<file path="src/design/liu_regs_map.svh">
// register offsets, field positions and reset values of the irq/pulse bank
`ifndef LIU_REGS_MAP_SVH
`define LIU_REGS_MAP_SVH

// register indices, byte address is four times the index
`define IRQ_FLAGS_IDX 8'h06
`define CABLE_LOSS_IDX 8'h07
`define SEG_ONE_IDX 8'h08
`define IRQ_ENABLE_IDX 8'h10
`define PULSE_CFG_IDX 8'h11

// apb byte addresses
`define IRQ_FLAGS_ADDR 12'h018
`define CABLE_LOSS_ADDR 12'h01C
`define SEG_ONE_ADDR 12'h020
`define IRQ_ENABLE_ADDR 12'h040
`define PULSE_CFG_ADDR 12'h044

// field layout
`define FLAG_COUNT 7
`define FLAG_MSB 6
`define FIFO_FLAG_BIT 5
`define ATTEN_MSB 5
`define SEG_AMP_MSB 6
`define SEG_SIGN_BIT 6
`define SEG_MAG_MSB 5
`define ARB_MODE_BIT 0
`define LAST_SEGMENT 3'h7
`define FIRST_SEGMENT 3'h0

// reset values
`define IRQ_FLAGS_RST 7'h00
`define IRQ_ENABLE_RST 7'h00
`define CABLE_LOSS_RST 6'h00
`define SEG_ONE_RST 7'h00
`define PULSE_CFG_RST 1'h0

// jitter fifo near-limit window, in bit positions
`define FIFO_NEAR_GAP 6'h03
`define FIFO_PTR_MSB 5

`endif

</file>
<file path="src/design/liu_regs_pkg.sv">
// types shared by the irq status, cable loss and pulse segment bank
package liu_regs_pkg;

	// live indications from the receive and transmit monitors
	typedef struct packed {
		logic driver_fault_indication;
		logic code_violation_indication;
		logic loop_code_indication;
		logic all_ones_alarm_indication;
		logic signal_loss_indication;
		logic pattern_sync_indication;
	} monitor_s;

	// drive toward the transmit pulse shaper
	typedef struct packed {
		logic active;
		logic [2:0] index;
		logic negative;
		logic [5:0] magnitude;
	} seg_drive_s;

	// segment sequencer states
	typedef enum logic [1:0] {
		SEG_WAIT = 2'b01,
		SEG_RUN = 2'b10
	} seg_state_e;

endpackage : liu_regs_pkg

</file>
<file path="src/design/liu_irq_status_cable_loss_pulse_regs.sv">
// apb bank: change flags, cable loss estimate, first pulse segment amplitude
`timescale 1ns/100ps
`include "liu_regs_map.svh"

module liu_irq_status_cable_loss_pulse_regs
	import liu_regs_pkg::*;
(
	input wire logic core_clk,
	input wire logic rst_b,
	input wire logic ce,
	input wire logic psel,
	input wire logic penable,
	input wire logic pwrite,
	input wire logic [11:0] paddr,
	input wire logic [31:0] pwdata,
	output logic [31:0] prdata,
	output logic pready,
	output logic pslverr,
	input wire monitor_s mon_in,
	input wire logic [5:0] jitter_wr_ptr,
	input wire logic [5:0] jitter_rd_ptr,
	input wire logic jitter_depth_64,
	input wire logic [5:0] eq_attenuation,
	input wire logic mclk_period_start,
	input wire logic seg_tick,
	input wire logic [6:0] other_segment_amplitude,
	output logic irq,
	output seg_drive_s seg_drive
);

	// register state
	logic [`FLAG_MSB:0] change_ff;
	logic [`FLAG_MSB:0] prev_ff;
	logic [`FLAG_MSB:0] enable_ff;
	logic [`ATTEN_MSB:0] atten_ff;
	logic [`SEG_AMP_MSB:0] seg_one_ff;
	logic arb_mode_ff;
	logic [31:0] rd_data_ff;
	logic err_ff;
	logic [`FLAG_MSB:0] snap_ff;
	seg_state_e seg_state_ff;
	seg_state_e nxt_seg_state;
	logic [2:0] seg_index_ff;
	logic [2:0] nxt_seg_index;
	seg_drive_s drive_ff;
	seg_drive_s nxt_drive;

	// bus phase decode
	wire setup_phase;
	wire access_done;
	wire wr_done;
	wire rd_done;
	wire hit_flags;
	wire hit_cable;
	wire hit_seg_one;
	wire hit_enable;
	wire hit_cfg;
	wire hit_any;
	wire wr_flags;
	wire wr_enable;
	wire wr_seg_one;
	wire wr_cfg;

	// zero wait states; pready follows ce so a frozen block stalls the bus
	assign pready = ce;
	assign setup_phase = psel & ~penable & ce;
	assign access_done = psel & penable & ce;
	assign wr_done = access_done & pwrite;
	assign rd_done = access_done & ~pwrite;

	// address decode on full byte address
	assign hit_flags = (paddr == `IRQ_FLAGS_ADDR);
	assign hit_cable = (paddr == `CABLE_LOSS_ADDR);
	assign hit_seg_one = (paddr == `SEG_ONE_ADDR);
	assign hit_enable = (paddr == `IRQ_ENABLE_ADDR);
	assign hit_cfg = (paddr == `PULSE_CFG_ADDR);
	assign hit_any = hit_flags | hit_cable | hit_seg_one | hit_enable | hit_cfg;

	// write strobes, taken at the completing access edge only
	assign wr_flags = wr_done & hit_flags;
	assign wr_enable = wr_done & hit_enable;
	assign wr_seg_one = wr_done & hit_seg_one;
	assign wr_cfg = wr_done & hit_cfg;

	// jitter fifo near-limit: pointers within three positions either way
	// either pointer may lead, so both distances are tested
	wire [5:0] ptr_gap_raw;
	wire [5:0] ptr_gap;
	wire [5:0] ptr_gap_back;
	wire fifo_near_limit;

	assign ptr_gap_raw = jitter_wr_ptr - jitter_rd_ptr;
	// 32-deep mode wraps at 32, so the top pointer bit is ignored there
	assign ptr_gap = jitter_depth_64 ? ptr_gap_raw :
		{1'b0, ptr_gap_raw[`FIFO_PTR_MSB-1:0]};
	assign ptr_gap_back = jitter_depth_64 ? (6'h00 - ptr_gap) :
		{1'b0, 5'(5'h00 - ptr_gap[`FIFO_PTR_MSB-1:0])};
	assign fifo_near_limit = (ptr_gap <= `FIFO_NEAR_GAP) |
		(ptr_gap_back <= `FIFO_NEAR_GAP);

	// live indications in flag bit order
	wire [`FLAG_MSB:0] live;

	assign live = {
		mon_in.driver_fault_indication,
		fifo_near_limit,
		mon_in.code_violation_indication,
		mon_in.loop_code_indication,
		mon_in.all_ones_alarm_indication,
		mon_in.signal_loss_indication,
		mon_in.pattern_sync_indication
	};

	// per-bit change detection and sticky flags
	// prev_ff resets low, so a level already high at release sets its flag
	wire [`FLAG_MSB:0] changed;
	wire [`FLAG_MSB:0] flag_clr;
	wire [`FLAG_MSB:0] nxt_change;

	genvar gi;
	generate
		for (gi = 0; gi < `FLAG_COUNT; gi = gi + 1)
		begin : g_flag
			// any edge, rising or falling, counts as a change
			assign changed[gi] = live[gi] ^ prev_ff[gi];
			// read clears only what the host actually saw; write one also clears
			assign flag_clr[gi] = (rd_done & snap_ff[gi]) |
				(wr_flags & pwdata[gi]);
			// a change in the clearing cycle survives: set wins
			assign nxt_change[gi] = changed[gi] |
				(change_ff[gi] & ~flag_clr[gi]);

			always_ff @(posedge core_clk or negedge rst_b)
			begin
				if (!rst_b)
				begin
					change_ff[gi] <= 1'b0;
					prev_ff[gi] <= 1'b0;
				end
				else if (ce)
				begin
					change_ff[gi] <= nxt_change[gi];
					prev_ff[gi] <= live[gi];
				end
			end
		end
	endgenerate

	// level interrupt from enabled flags
	// stays high until the host clears or masks every enabled flag
	assign irq = |(change_ff & enable_ff);

	// irq enable mask, same layout as the flags; strobe already holds ce
	always_ff @(posedge core_clk or negedge rst_b)
	begin
		if (!rst_b)
			enable_ff <= `IRQ_ENABLE_RST;
		else if (wr_enable)
			enable_ff <= pwdata[`FLAG_MSB:0];
	end

	// segment one amplitude; bit 7 is reserved and not stored
	always_ff @(posedge core_clk or negedge rst_b)
	begin
		if (!rst_b)
			seg_one_ff <= `SEG_ONE_RST;
		else if (wr_seg_one)
			seg_one_ff <= pwdata[`SEG_AMP_MSB:0];
	end

	// pulse configuration: only the arbitrary mode bit lives here
	always_ff @(posedge core_clk or negedge rst_b)
	begin
		if (!rst_b)
			arb_mode_ff <= `PULSE_CFG_RST;
		else if (wr_cfg)
			arb_mode_ff <= pwdata[`ARB_MODE_BIT];
	end

	// equalizer estimate sampled every cycle with ce high; read-only to the host
	// a host write here is dropped quietly, without a bus error
	always_ff @(posedge core_clk or negedge rst_b)
	begin
		if (!rst_b)
			atten_ff <= `CABLE_LOSS_RST;
		else if (ce)
			atten_ff <= eq_attenuation;
	end

	// one named word per register; reserved and upper bits read as zero
	wire [31:0] flags_word;
	wire [31:0] cable_word;
	wire [31:0] seg_one_word;
	wire [31:0] enable_word;
	wire [31:0] cfg_word;
	wire [31:0] rd_mux;

	assign flags_word = {25'h0, change_ff};
	assign cable_word = {26'h0, atten_ff};
	assign seg_one_word = {25'h0, seg_one_ff};
	assign enable_word = {25'h0, enable_ff};
	assign cfg_word = {31'h0, arb_mode_ff};

	// read mux; an unmapped address reads as zero
	assign rd_mux =
		hit_flags ? flags_word :
		hit_cable ? cable_word :
		hit_seg_one ? seg_one_word :
		hit_enable ? enable_word :
		hit_cfg ? cfg_word :
		32'h0;

	// read data and error captured at setup so prdata comes from a flop
	always_ff @(posedge core_clk or negedge rst_b)
	begin
		if (!rst_b)
		begin
			rd_data_ff <= 32'h0;
			err_ff <= 1'b0;
		end
		else if (setup_phase)
		begin
			rd_data_ff <= rd_mux;
			err_ff <= ~hit_any;
		end
	end

	// remember which flags the host is about to read, so a flag that
	// sets between setup and access is not lost at the clearing edge
	wire [`FLAG_MSB:0] nxt_snap;

	assign nxt_snap = (hit_flags & ~pwrite) ? change_ff : `IRQ_FLAGS_RST;

	always_ff @(posedge core_clk or negedge rst_b)
	begin
		if (!rst_b)
			snap_ff <= `IRQ_FLAGS_RST;
		else if (setup_phase)
			snap_ff <= nxt_snap;
	end

	assign prdata = rd_data_ff;
	assign pslverr = err_ff;

	// segment sequencer: eight ticks per master period
	// the tick source divides the period; the sequencer only counts
	always_comb
	begin
		nxt_seg_state = seg_state_ff;
		nxt_seg_index = seg_index_ff;
		unique case (seg_state_ff)
			SEG_WAIT:
			begin
				if (mclk_period_start)
				begin
					nxt_seg_state = SEG_RUN;
					nxt_seg_index = `FIRST_SEGMENT;
				end
			end
			SEG_RUN:
			begin
				// a new period always restarts at segment one
				if (mclk_period_start)
					nxt_seg_index = `FIRST_SEGMENT;
				else if (seg_tick)
				begin
					if (seg_index_ff == `LAST_SEGMENT)
						nxt_seg_state = SEG_WAIT;
					else
						nxt_seg_index = 3'(seg_index_ff + 3'h1);
				end
			end
			default:
			begin
				nxt_seg_state = SEG_WAIT;
				nxt_seg_index = `FIRST_SEGMENT;
			end
		endcase
	end

	always_ff @(posedge core_clk or negedge rst_b)
	begin
		if (!rst_b)
		begin
			seg_state_ff <= SEG_WAIT;
			seg_index_ff <= `FIRST_SEGMENT;
		end
		else if (ce)
		begin
			seg_state_ff <= nxt_seg_state;
			seg_index_ff <= nxt_seg_index;
		end
	end

	// amplitude for the current segment, split into sign and magnitude
	wire [`SEG_AMP_MSB:0] cur_amp;
	wire arb_run;

	assign arb_run = arb_mode_ff & (nxt_seg_state == SEG_RUN);
	assign cur_amp = (nxt_seg_index == `FIRST_SEGMENT) ? seg_one_ff :
		other_segment_amplitude;

	// sign-magnitude split; outside arbitrary mode the shaper sees zero,
	// so a stale amplitude never leaks into a fixed pulse shape
	wire cur_sign;
	wire [`SEG_MAG_MSB:0] cur_mag;

	assign cur_sign = arb_run & cur_amp[`SEG_SIGN_BIT];
	assign cur_mag = arb_run ? cur_amp[`SEG_MAG_MSB:0] : 6'h00;

	always_comb
	begin
		nxt_drive.active = arb_run;
		nxt_drive.index = nxt_seg_index;
		nxt_drive.negative = cur_sign;
		nxt_drive.magnitude = cur_mag;
	end

	// registered drive toward the pulse shaper
	// a flop here keeps decode glitches away from the line driver
	always_ff @(posedge core_clk or negedge rst_b)
	begin
		if (!rst_b)
			drive_ff <= '0;
		else if (ce)
			drive_ff <= nxt_drive;
	end

	assign seg_drive = drive_ff;

endmodule : liu_irq_status_cable_loss_pulse_regs

</file>
<file path="config.mk">
export PLATFORM = sky130hd
export DESIGN_NAME = liu_irq_status_cable_loss_pulse_regs
export DESIGN_NICKNAME = d
export VERILOG_FILES = /design/src/design/liu_regs_pkg.sv /design/src/design/liu_irq_status_cable_loss_pulse_regs.sv
export VERILOG_INCLUDE_DIRS = /design/src /design/src/design
export SDC_FILE = /design/constraint.sdc
export NUM_CORES = 1
export LEC_CHECK = 0
export BUFFER_PORTS_ARGS = -buffer_cell sky130_fd_sc_hd__buf_4
export CAP_MARGIN = 40
export CORE_ASPECT_RATIO = 1.1
export CORE_UTILIZATION = 55
export CTS_BUF_LIST = sky130_fd_sc_hd__clkbuf_4 sky130_fd_sc_hd__clkbuf_8
export CTS_CLUSTER_SIZE = 14
export DETAILED_ROUTE_END_ITERATION = 6
export PLACE_DENSITY = 0.89
export SLEW_MARGIN = 10
export SYNTH_ARGS = -nofsm -noshare
export SYNTH_HDL_FRONTEND = slang
export SYNTH_SLANG_ARGS = --single-unit
</file>
<file path="constraint.sdc">
create_clock -name core_clk -period 4.84 [get_ports core_clk]
set_input_delay 0.242 -clock core_clk [delete_from_list [all_inputs] [get_ports core_clk]]
set_output_delay 0.242 -clock core_clk [all_outputs]
set_load 0.01 [all_outputs]
</file>
Yosys cells after proc, flatten, opt, wreduce, memory -nomap -nowiden

Cells that the tools add are included.

Flip-flop bits (word level): 88
Output and inout port bits: 46
Logic and storage cells: 134
Input port bits: 84

$add $sub $neg: 4
Bitwise logic cells: 71
Multiplexer cells: 20
Equality and inequality tests: 9
Reductions and logical operators: 2
Order comparisons: 2

Operators with widths:

| operator            | count |
|---|---|
| $mux 7              | 6 |
| $and 1x1->1         | 34 |
| $eq 12x5->1 const B | 2 |
| $eq 12x7->1 const B | 2 |
| $or 1x1->1          | 19 |
| $mux 6              | 3 |
| $eq 12x6->1 const B | 1 |
| $le 6x2->1 const B  | 2 |
| $mux 3              | 4 |
| $not 1->1           | 10 |
| $mux 2              | 4 |
| $and 7x7->7         | 1 |
| $reduce_or 7->1     | 1 |
| $xor 1x1->1         | 7 |
| $pmux 3 s2          | 1 |
| $sub 1x6->6 const A | 1 |
| $sub 6x6->6         | 1 |
| $sub 1x5->5 const A | 1 |
| $eq 2x2->1 const B  | 2 |
| $pmux 2 s2          | 1 |
| $add 3x1->3 const B | 1 |
| $eq 3x3->1 const B  | 1 |
| $logic_not 3->1     | 1 |
| $eq 2x1->1 const B  | 1 |
| $mux 1              | 1 |

Longest topological paths before layout

Gate-level depths: netlist of the first run.

Depth after elaboration: 9
Mapped depth: 11
Mapped depth without buffers: 11

Worst setup path before layout of the first run

No wires, ideal clock.

Path type: input to register
From: in jitter_wr_ptr[0]
To: reg change_ff[5]
Cell stages on the path: 10
Slack: 2.486 ns
Buffers on the path: 0
Arrival: 2.222 ns
Required time: 4.709 ns
Setup time: 0.131 ns
Cell sequence: inv_1 -> ha_1 -> inv_1 -> fa_1 -> a211oi_1 -> or3b_1 -> nand2_1 -> a221oi_1 -> nor4_1 -> or3_1

Word-level cells in the longest chain between the ends: 8
Elaborated cells between the ends (all ways): 10
Classes of those cells: add/sub (3); order compare (2); mux (2); bitwise (3)

Ends and longest elaborated chain:

| what                                       | RTL line                                                                               | text |
|---|---|---|
| from (decl)                                | liu_irq_status_cable_loss_pulse_regs.sv:20                                             | `input wire logic [5:0] jitter_wr_ptr,` |
| $sub 6x6->6 *                              | liu_irq_status_cable_loss_pulse_regs.sv:92                                             | `assign ptr_gap_raw = jitter_wr_ptr - jitter_rd_ptr;` |
| $mux 6 *                                   | liu_irq_status_cable_loss_pulse_regs.sv:94                                             | `assign ptr_gap = jitter_depth_64 ? ptr_gap_raw :` |
| $sub 1x6->6 or $sub 1x5->5 (tied branches) | liu_irq_status_cable_loss_pulse_regs.sv:96, liu_irq_status_cable_loss_pulse_regs.sv:97 |  |
| $mux 6                                     | liu_irq_status_cable_loss_pulse_regs.sv:96                                             | `assign ptr_gap_back = jitter_depth_64 ? (6'h00 - ptr_gap) :` |
| $le 6x2->1 (no line)                       | n/a                                                                                    |  |
| $or 1x1->1 *                               | liu_irq_status_cable_loss_pulse_regs.sv:98                                             | `` assign fifo_near_limit = (ptr_gap <= `FIFO_NEAR_GAP) \| `` |
| $xor 1x1->1 *                              | liu_irq_status_cable_loss_pulse_regs.sv:125                                            | `assign changed[gi] = live[gi] ^ prev_ff[gi];` |
| $or 1x1->1 *                               | liu_irq_status_cable_loss_pulse_regs.sv:130                                            | `assign nxt_change[gi] = changed[gi] \|` |
| to (signal, indexed assignment)            | liu_irq_status_cable_loss_pulse_regs.sv:142                                            | `change_ff[gi] <= nxt_change[gi];` |
| to (decl)                                  | liu_irq_status_cable_loss_pulse_regs.sv:32                                             | `` logic [`FLAG_MSB:0] change_ff; `` |

Every way passes the cells marked *; elsewhere a longest branch is shown, timed or not.
A chain may end at the register's enable or synchronous reset.

Final worst setup path of the first run

From: reg seg_state_ff[0]
To: reg drive_ff, in the netlist seg_drive[3]

Word-level cells in the longest chain between the ends: 7
Elaborated cells between the ends (all ways): 13
Classes of those cells: eq/ne (3); mux (8); bitwise (1); reduce/logical (1)

Ends and longest elaborated chain:

| what                   | RTL line                                    | text |
|---|---|---|
| from (decl)            | liu_irq_status_cable_loss_pulse_regs.sv:41  | `seg_state_e seg_state_ff;` |
| from (signal assigned) | liu_irq_status_cable_loss_pulse_regs.sv:290 | `seg_state_ff <= nxt_seg_state;` |
| $mux 2                 | liu_irq_status_cable_loss_pulse_regs.sv:267 | `` if (seg_index_ff == `LAST_SEGMENT) `` |
| $mux 2                 | liu_irq_status_cable_loss_pulse_regs.sv:265 | `else if (seg_tick)` |
| $mux 2                 | liu_irq_status_cable_loss_pulse_regs.sv:263 | `if (mclk_period_start)` |
| $pmux 2 s2             | liu_irq_status_cable_loss_pulse_regs.sv:251 | `unique case (seg_state_ff)` |
| $eq 2x2->1             | liu_irq_status_cable_loss_pulse_regs.sv:299 | `assign arb_run = arb_mode_ff & (nxt_seg_state == SEG_RUN);` |
| $and 1x1->1            | liu_irq_status_cable_loss_pulse_regs.sv:299 |  |
| $mux 6 *               | liu_irq_status_cable_loss_pulse_regs.sv:309 | `` assign cur_mag = arb_run ? cur_amp[`SEG_MAG_MSB:0] : 6'h00; `` |
| to (signal assigned)   | liu_irq_status_cable_loss_pulse_regs.sv:326 | `drive_ff <= nxt_drive;` |
| to (decl)              | liu_irq_status_cable_loss_pulse_regs.sv:45  | `seg_drive_s drive_ff;` |

Marked as above.

==> out/summary.log, run 1 <==
[run_status] result of the run complete, no violations
[worst_setup_path] kind of start point of the critical path flip-flop
[timing] count of final hold-check violations 0
[synth] sequential-to-total area share from yosys stat 0.4311
[grt] initial antenna violation count 0
[grt] GR met2 Demand/Resource 0.4126
[grt] total global routing overflow 0
[clock_network] source-to-sink clock delay at the later pin of the worst-skew pair 0.35 ns
[floorplanning] Initial Utilization 0.5804
[pwr] power per cell area 288.5 mW/mm^2
[pwr] maximum resistive drop on vdd 301.9 uV
[placement] HPWL after detailed placement 5848 um
[synth] portion of netlist area occupied by mux cells 0.1364
[clock_network] Clock transition at path regs 0.06 ns
[worst_setup_path] dominant delay contributor by cell family on the critical path simple AND/OR/NAND/NOR gates
[synth] cells taking the most area after synthesis sky130_fd_sc_hd__dfrtp_1 42%, sky130_fd_sc_hd__mux2_2 8.3%, sky130_fd_sc_hd__buf_4 5.3%, sky130_fd_sc_hd__ha_1 3.1%, sky130_fd_sc_hd__mux2_4 2.9%
[synth] xor and xnor area share after synthesis 0.02632
[synth] most common cell in the synthesized netlist sky130_fd_sc_hd__dfrtp_1
[finish] number of fill cells in the layout 458
[pwr] LEAKAGE 2.115 nW
[drt] first-pass iteration count of the detailed router 4
[synth] Synth Register Bits 63
[worst_setup_path] Worst Path Arrival 2.68 ns
[placement] Placed Instance Area 0.004212 sq mm
[worst_setup_path] Crit. End Element flip-flop
[worst_setup_path] CP Data Required Time 5.04 ns
[synth] top cell type's share of synthesized area 0.4239
[clock_network] cells resized by post-CTS repair 0
[floorplanning] I/O pin count 130
[timing] transition time at the pin with the least slew margin 0.7911 ns
[grt] largest net degree at the start of global routing 64
[timing] Final Cycle Share 0.5111
[synth] number of warnings issued by yosys 0
[finish] number of antenna cells inserted 0
[drt] post-detailed-route via-to-cell ratio 5.641
[placement] setup slack after placement 2.175 ns
[synth] Syn Inst Count 346
[clock_network] TritonCTS clock tree yes
[drt] remaining number of nets flagged by the antenna check after routing 0
[finish] Area growth syn-to-layout 20.75%
[timing] clk_skew 0.006912 ns
[synth] post-synthesis instance area 0.003660 sq mm
[synth] average size of a mapped cell 10.58 sq um
[worst_hold_path] worst hold-check path type in -> reg
[grt] via count of the first global-routing pass 2740
[grt] met3 Resource Use GR 0.05313
[drt] violation count after the first detailed-routing iteration 176
[floorplanning] die width 79.78 um
[worst_setup_path] delay of the slowest critical-path stage 0.69 ns
[grt] first-pass GRT wire length 12410 um
[timing] headroom to the max-slew limit 0.4698
[synth] number of enable-type register cells in the synthesized netlist 0
[finish] combined flip-flop and latch cell area 0.001578 sq mm
[drt] Remaining DRCs 0
[synth] main flop type after synthesis sky130_fd_sc_hd__dfrtp_1
[synth] dominant combinational cell family by area after synthesis compound AO/OA/AOI/OAI gates
[synth] post-synthesis share of cell area spent on and, or, nand and nor gates 0.1173
[timing] time the worst path needs with I/O delays and setup 2.474 ns
[synth] share of the synthesized area in compound gates (AO/OA/AOI/OAI) 0.1576
[placement] Port-buffer cells 79
[clock_network] total clock buffers created by CTS 9
[clock_network] number of buffers on the longest clock path 2
[floorplanning] count of standard-cell rows 30
[drt] DR WL/cell 15.46 um
[grt] layer with the highest usage met2
[worst_setup_path] critical path peak fanout 7
[timing] # setup viols final 0
[finish] final non-filler cell area 0.004419 sq mm
[drt] Vias 2888
[floorplanning] standard cell core area 0.006306 sq mm
[synth] fraction of registers with async set or reset after synthesis 1.000
[synth] adder-cell share of the synthesized area 0.03624
[grt] combined global-route utilization of all metal layers 0.2336
[clock_network] root buffer selected by CTS sky130_fd_sc_hd__clkbuf_8
[clock_network] Max H-tree Level 3
[timing] setup repair after global routing missed its margin false
[worst_setup_path] start-to-end type of the worst setup path reg -> reg
[synth] post-synth top area cell sky130_fd_sc_hd__dfrtp_1
[clock_network] TritonCTS Sinks 63
[grt] GR Util met1 0.2748
[finish] fraction of final layout cells with drive strength greater than 1 0.3241
[placement] routability congestion estimate from global placement 0.8028
[drt] total wirelength of the detailed-routed design 7913 um
[timing] setup slack of the critical path after layout 2.366 ns
[timing] number of max-slew violations in the final report 0
[finish] total area of multi-input combinational cells 0.001828 sq mm
[worst_setup_path] worst-path cell with the longest stage delay sky130_fd_sc_hd__nor3_2
[flow_run] max-cap check violation count 0
[synth] synth cell count leaders 62 x sky130_fd_sc_hd__dfrtp_1, 28 x sky130_fd_sc_hd__nand2_1, 27 x sky130_fd_sc_hd__mux2_2, 26 x sky130_fd_sc_hd__buf_4, 26 x sky130_fd_sc_hd__inv_1
[timing] setup tns final 0 ns
[finish] post-layout net count 521
[timing] Max Clock Freq 404.3 MHz
[worst_setup_path] Buffers & Inverters on Critical Path 1
[synth] Netlist cell types 64
[worst_setup_path] cells traversed along the worst timing path inv_1 -> ha_1 -> nor2_1 -> nand4_1 -> o211ai_1 -> nor3_2 -> mux2i_1 -> o22ai_1
[floorplanning] Total Die Area 0.006985 sq mm
[floorplanning] y dimension of the die 87.56 um
[worst register-to-register path, cell delays in order, from the launching register on]
cell and delay (ns):
sky130_fd_sc_hd__dfstp_2 0.55, sky130_fd_sc_hd__inv_1 0.06, sky130_fd_sc_hd__ha_1 0.32, sky130_fd_sc_hd__nor2_1 0.09
sky130_fd_sc_hd__nand4_1 0.10, sky130_fd_sc_hd__o211ai_1 0.13, sky130_fd_sc_hd__nor3_2 0.69, sky130_fd_sc_hd__mux2i_1 0.29
sky130_fd_sc_hd__o22ai_1 0.11
[power breakdown]
| part | internal (mW) | total, mW | switching (mW) |
|---|---|---|---|
| sequential | 0.552 | 0.567 | 0.0155 |
| clock | 0.260 | 0.452 | 0.192 |
| combinational | 0.115 | 0.256 | 0.141 |
[metrics by stage]
| step | cells | total power [mW] | util | hold slack [ns] |
|---|---|---|---|---|
| 4_1_cts | 512 | 1.282 | 0.7008 | 0.1127 |
| 3_5_place_dp | 495 | 0.8264 | 0.6679 | 0.3566 |
| 5_1_grt | 512 | 1.339 | 0.7008 | 0.1129 |
| 3_3_place_gp | 494 | 0.8137 | 0.6655 | 0.3547 |
| 2_1_floorplan | 370 | 0.7503 | - | -0.05359 |
| 6_report | 512 | 1.275 | 0.7008 | 0.1243 |
[path summary, 6_finish.rpt]
kind | endpoint | cells after the start | start | slack, ns
min reg2reg | prdata[3] | 2 | prdata[3] | 0.51
min | atten_ff[1] | 2 | eq_attenuation[1] | 0.12
max in group asynchronous | prev_ff[5] | 2 | rst_b | 3.83
max reg2reg | seg_drive[3] | 8 | seg_state_ff[0] | 2.37
min in group asynchronous | seg_state_ff[1] | 2 | rst_b | 0.50
max | seg_drive[3] | 8 | seg_state_ff[0] | 2.37
[cells in the final DEF (no fill, tap or decap), drive strengths merged, types with 10 or more instances in the layout]
cell type / synthesis / routed
conb: 1 / 25
mux2: 34 / 34
o21ai: 15 / 15
clkbuf: 4 / 12
a21oi: 10 / 10
inv: 26 / 26
nand2: 28 / 28
dfrtp: 62 / 62
nor2: 14 / 14
buf: 31 / 80
[registers in the layout (all words and copies together), names as in the netlist]
signal,cells
seg_drive,8
change_ff,7
enable_ff,7
prdata,7
prev_ff,7
seg_one_ff,7
snap_ff,7
atten_ff,6
seg_index_ff,3
seg_state_ff,2
arb_mode_ff,1
pslverr,1
[kinds of logic after synthesis]
group	after synthesis
multiplexers	43
other	1
buffers and inverters	61
adder cells (fa/ha/maj)	10
flip-flops	63
XOR/XNOR	11
AND/OR/NAND/NOR	79
AO/OA/AOI/OAI	78
[area by class of cell]
type,count,share of cell area
clock inverters,4,0.01019
flip-flops and latches,63,0.3570
well taps,80,0.02265
multi-input cells,246,0.4136
clock buffers,12,0.03454
repair buffers,81,0.1399
inverters,26,0.02208
[what timing repair did]
item                      in CTS  in global routing
hold endpoints to repair      62                  0
hold buffers                   1                  0
buffers inserted               0                  0
[metal layers]
metal  vias up  routed length, um
met5         -                  0
met4         0                119
met3        12                463
met2        97               4086
met1      1408               3243
li1       1371                  -
Power figures use the tool's default switching activity.
==> run 2, diff against run 1 <==
- CORE_UTILIZATION: 55 -> 52
- PLACE_DENSITY: 0.89 -> 0.85
- clock period: 4.84 -> 2.35 ns (I/O delays scaled with it)
==> run 2 against run 1 <==
  * Fmax rose by 12%
  * Sequential power rose by 110%
  * Register-to-register slack got worse by 2.2 ns
  * Clock-buffer cell count rose by 3
==> out/summary.log, run 2 (synthesized netlist as in run 1, its figures left out) <==
[clock_network] number of buffers on the longest clock path 2
[clock_network] total clock buffers created by CTS 9
[worst_setup_path] minimum setup slack among reg-to-reg paths 0.14 ns
[floorplanning] die width 81.99 um
[finish] Area growth syn-to-layout 24.31%
[pwr] LEAKAGE 2.187 nW
[worst_setup_path] Worst Path Arrival 2.41 ns
[pwr] maximum resistive drop on vdd 398.7 uV
[placement] HPWL after detailed placement 6090 um
[drt] Remaining DRCs 0
[clock_network] source-to-sink clock delay at the later pin of the worst-skew pair 0.34 ns
[drt] Vias 2939
[drt] total wirelength of the detailed-routed design 8115 um
[timing] number of max-slew violations in the final report 0
[floorplanning] I/O pin count 130
[worst_hold_path] startpoint of the most critical hold path mon_in[0]
[timing] Min Hold Slack 0.02875 ns
[worst_setup_path] CP Data Required Time 2.54 ns
[finish] number of antenna cells inserted 0
[floorplanning] Initial Utilization 0.5454
[pwr] power per cell area 573.8 mW/mm^2
[timing] clk_skew 0.007560 ns
[floorplanning] Total Die Area 0.007378 sq mm
[drt] violation count after the first detailed-routing iteration 201
[finish] post-layout net count 535
[clock_network] TritonCTS clock tree yes
[pwr] total chip power 2.611 mW
[grt] combined global-route utilization of all metal layers 0.2305
[worst_hold_path] worst hold-check path type in -> reg
[worst_setup_path] start-to-end type of the worst setup path reg -> reg
[floorplanning] count of standard-cell rows 31
[finish] most frequent cells in the layout 89 x sky130_fd_sc_hd__buf_4, 62 x sky130_fd_sc_hd__dfrtp_1, 28 x sky130_fd_sc_hd__nand2_1
[grt] via count of the first global-routing pass 2789
[drt] first-pass iteration count of the detailed router 4
[finish] Final Util 0.6780
[clock_network] Clock transition at path regs 0.07 ns
[timing] headroom to the max-slew limit 0.4959
[timing] setup repair after global routing missed its margin false
[worst_setup_path] kind of start point of the critical path flip-flop
[timing] time the worst path needs with I/O delays and setup 2.214 ns
[clock_network] root buffer selected by CTS sky130_fd_sc_hd__clkbuf_8
[grt] total global routing overflow 0
[worst_setup_path] RR Endpoint seg_drive[4]
[worst_hold_path] hold-critical path depth 2
[floorplanning] standard cell core area 0.006710 sq mm
[flow_run] max-cap check violation count 0
[drt] remaining number of nets flagged by the antenna check after routing 0
[worst_hold_path] hold endpoint prev_ff[0]
[placement] routability congestion estimate from global placement 0.7824
[worst_setup_path] Reg-to-Reg Start seg_state_ff[0]
[floorplanning] y dimension of the die 89.99 um
[worst_setup_path] number of cells traversed by the worst register-to-register path 9
[run_status] result of the run complete, no violations
[drt] DR WL/cell 15.37 um
[grt] largest net degree at the start of global routing 64
[drt] post-detailed-route via-to-cell ratio 5.566
[grt] first-pass GRT wire length 12870 um
[timing] # setup viols final 0
[worst_setup_path] critical path peak fanout 7
[timing] Final Cycle Share 0.9422
[timing] transition time at the pin with the least slew margin 0.7561 ns
[finish] number of fill cells in the layout 548
[timing] Max Clock Freq 451.7 MHz
[finish] leading cell type in the layout, fill and taps excluded sky130_fd_sc_hd__buf_4
[finish] fraction of final layout cells with drive strength greater than 1 0.3386
[worst_setup_path] Crit. End Element flip-flop
[clock_network] Max H-tree Level 3
[placement] Port-buffer cells 79
[grt] initial antenna violation count 0
[clock_network] TritonCTS Sinks 63
[timing] count of final hold-check violations 0
[finish] number of flip-flops in the largest register 8
-- run 2: changes by cell type in the layout (fill, tap and decap cells not counted) --
cell and change:
sky130_fd_sc_hd__clkbuf_4 +1, sky130_fd_sc_hd__nor3_2 -1, sky130_fd_sc_hd__a21boi_1 +1, sky130_fd_sc_hd__bufinv_16 -1, sky130_fd_sc_hd__clkinv_2 -2, sky130_fd_sc_hd__clkbuf_8 +2, sky130_fd_sc_hd__dlygate4sd3_1 +4, sky130_fd_sc_hd__nor3_4 +1
sky130_fd_sc_hd__a311oi_1 -1, sky130_fd_sc_hd__buf_12 +1, sky130_fd_sc_hd__a311oi_2 +1, sky130_fd_sc_hd__buf_8 -1, sky130_fd_sc_hd__a21boi_0 -1, sky130_fd_sc_hd__buf_4 +10
-- run 2: repair_timing --
| item | in CTS | in global routing |
|---|---|---|
| buffers inserted | 0 | 1 |
| hold buffers | 3 | 2 |
| endpoints found under the setup margin | 7 | 4 |
| endpoints found under the hold margin | 64 | 2 |
| gates resized for setup | 1 | 2 |
| pin swaps | 0 | 1 |
-- run 2: through the flow --
stage	TNS, ns	area [sq um]	setup WS, ns	instances
detailed placement	-0.6352	4274	-0.1163	506
global route	0	4549	0.01658	528
global placement	-0.001635	4274	-0.001635	506
finish	0	4549	0.1359	528
CTS	0	4503	0.05112	525
floorplan	0	3750	0.1208	370
-- run 2: metal layers --
layer / GRT usage / wire [um] / up-vias
li1: - / - / 1404
met1: 0.2725 / 3283 / 1415
met2: 0.3857 / 4209 / 105
met3: 0.06497 / 435 / 15
met4: 0.09064 / 187 / 0
met5: 0 / 0 / -
-- run 2: final cells by class --
cell class / count / area, sq um / area share
multi-input combinational: 246 / 1841 / 0.4046
sequential: 63 / 1578 / 0.3468
timing repair buffer: 95 / 738.2 / 0.1623
clock buffer: 15 / 187.7 / 0.04125
tap: 82 / 102.6 / 0.02255
inverter: 26 / 97.59 / 0.02145
clock inverter: 1 / 5.005 / 0.001100
-- run 2: how the worst max path moves through the flow --
stage,start,to,slack [ns],cells past startpoint
CTS,seg_state_ff[0],seg_drive[4],0.05,8
floorplan,jitter_wr_ptr[0],change_ff[5],0.12,10
global route,seg_state_ff[0],seg_drive[5],0.02,9
global placement,jitter_wr_ptr[0],change_ff[5],-0.002,11
finish,seg_state_ff[0],seg_drive[4],0.14,9
detailed placement,seg_state_ff[0],seg_drive[4],-0.12,8
-- run 2: worst max-delay path, stage by stage (launching register included) --
cell and delay (ns):
sky130_fd_sc_hd__dfstp_2 0.55, sky130_fd_sc_hd__inv_1 0.05, sky130_fd_sc_hd__ha_1 0.34, sky130_fd_sc_hd__nor2_1 0.23, sky130_fd_sc_hd__nand3_1 0.11, sky130_fd_sc_hd__o211ai_1 0.31, sky130_fd_sc_hd__nor3_4 0.08, sky130_fd_sc_hd__buf_12 0.15
sky130_fd_sc_hd__mux2i_1 0.16, sky130_fd_sc_hd__o22ai_1 0.09
-- run 2: where the power goes --
part / total, mW / internal [mW] / switching [mW]
Clock: 0.883 / 0.504 / 0.379
Combinational: 0.560 / 0.256 / 0.304
Sequential: 1.17 / 1.14 / 0.0319
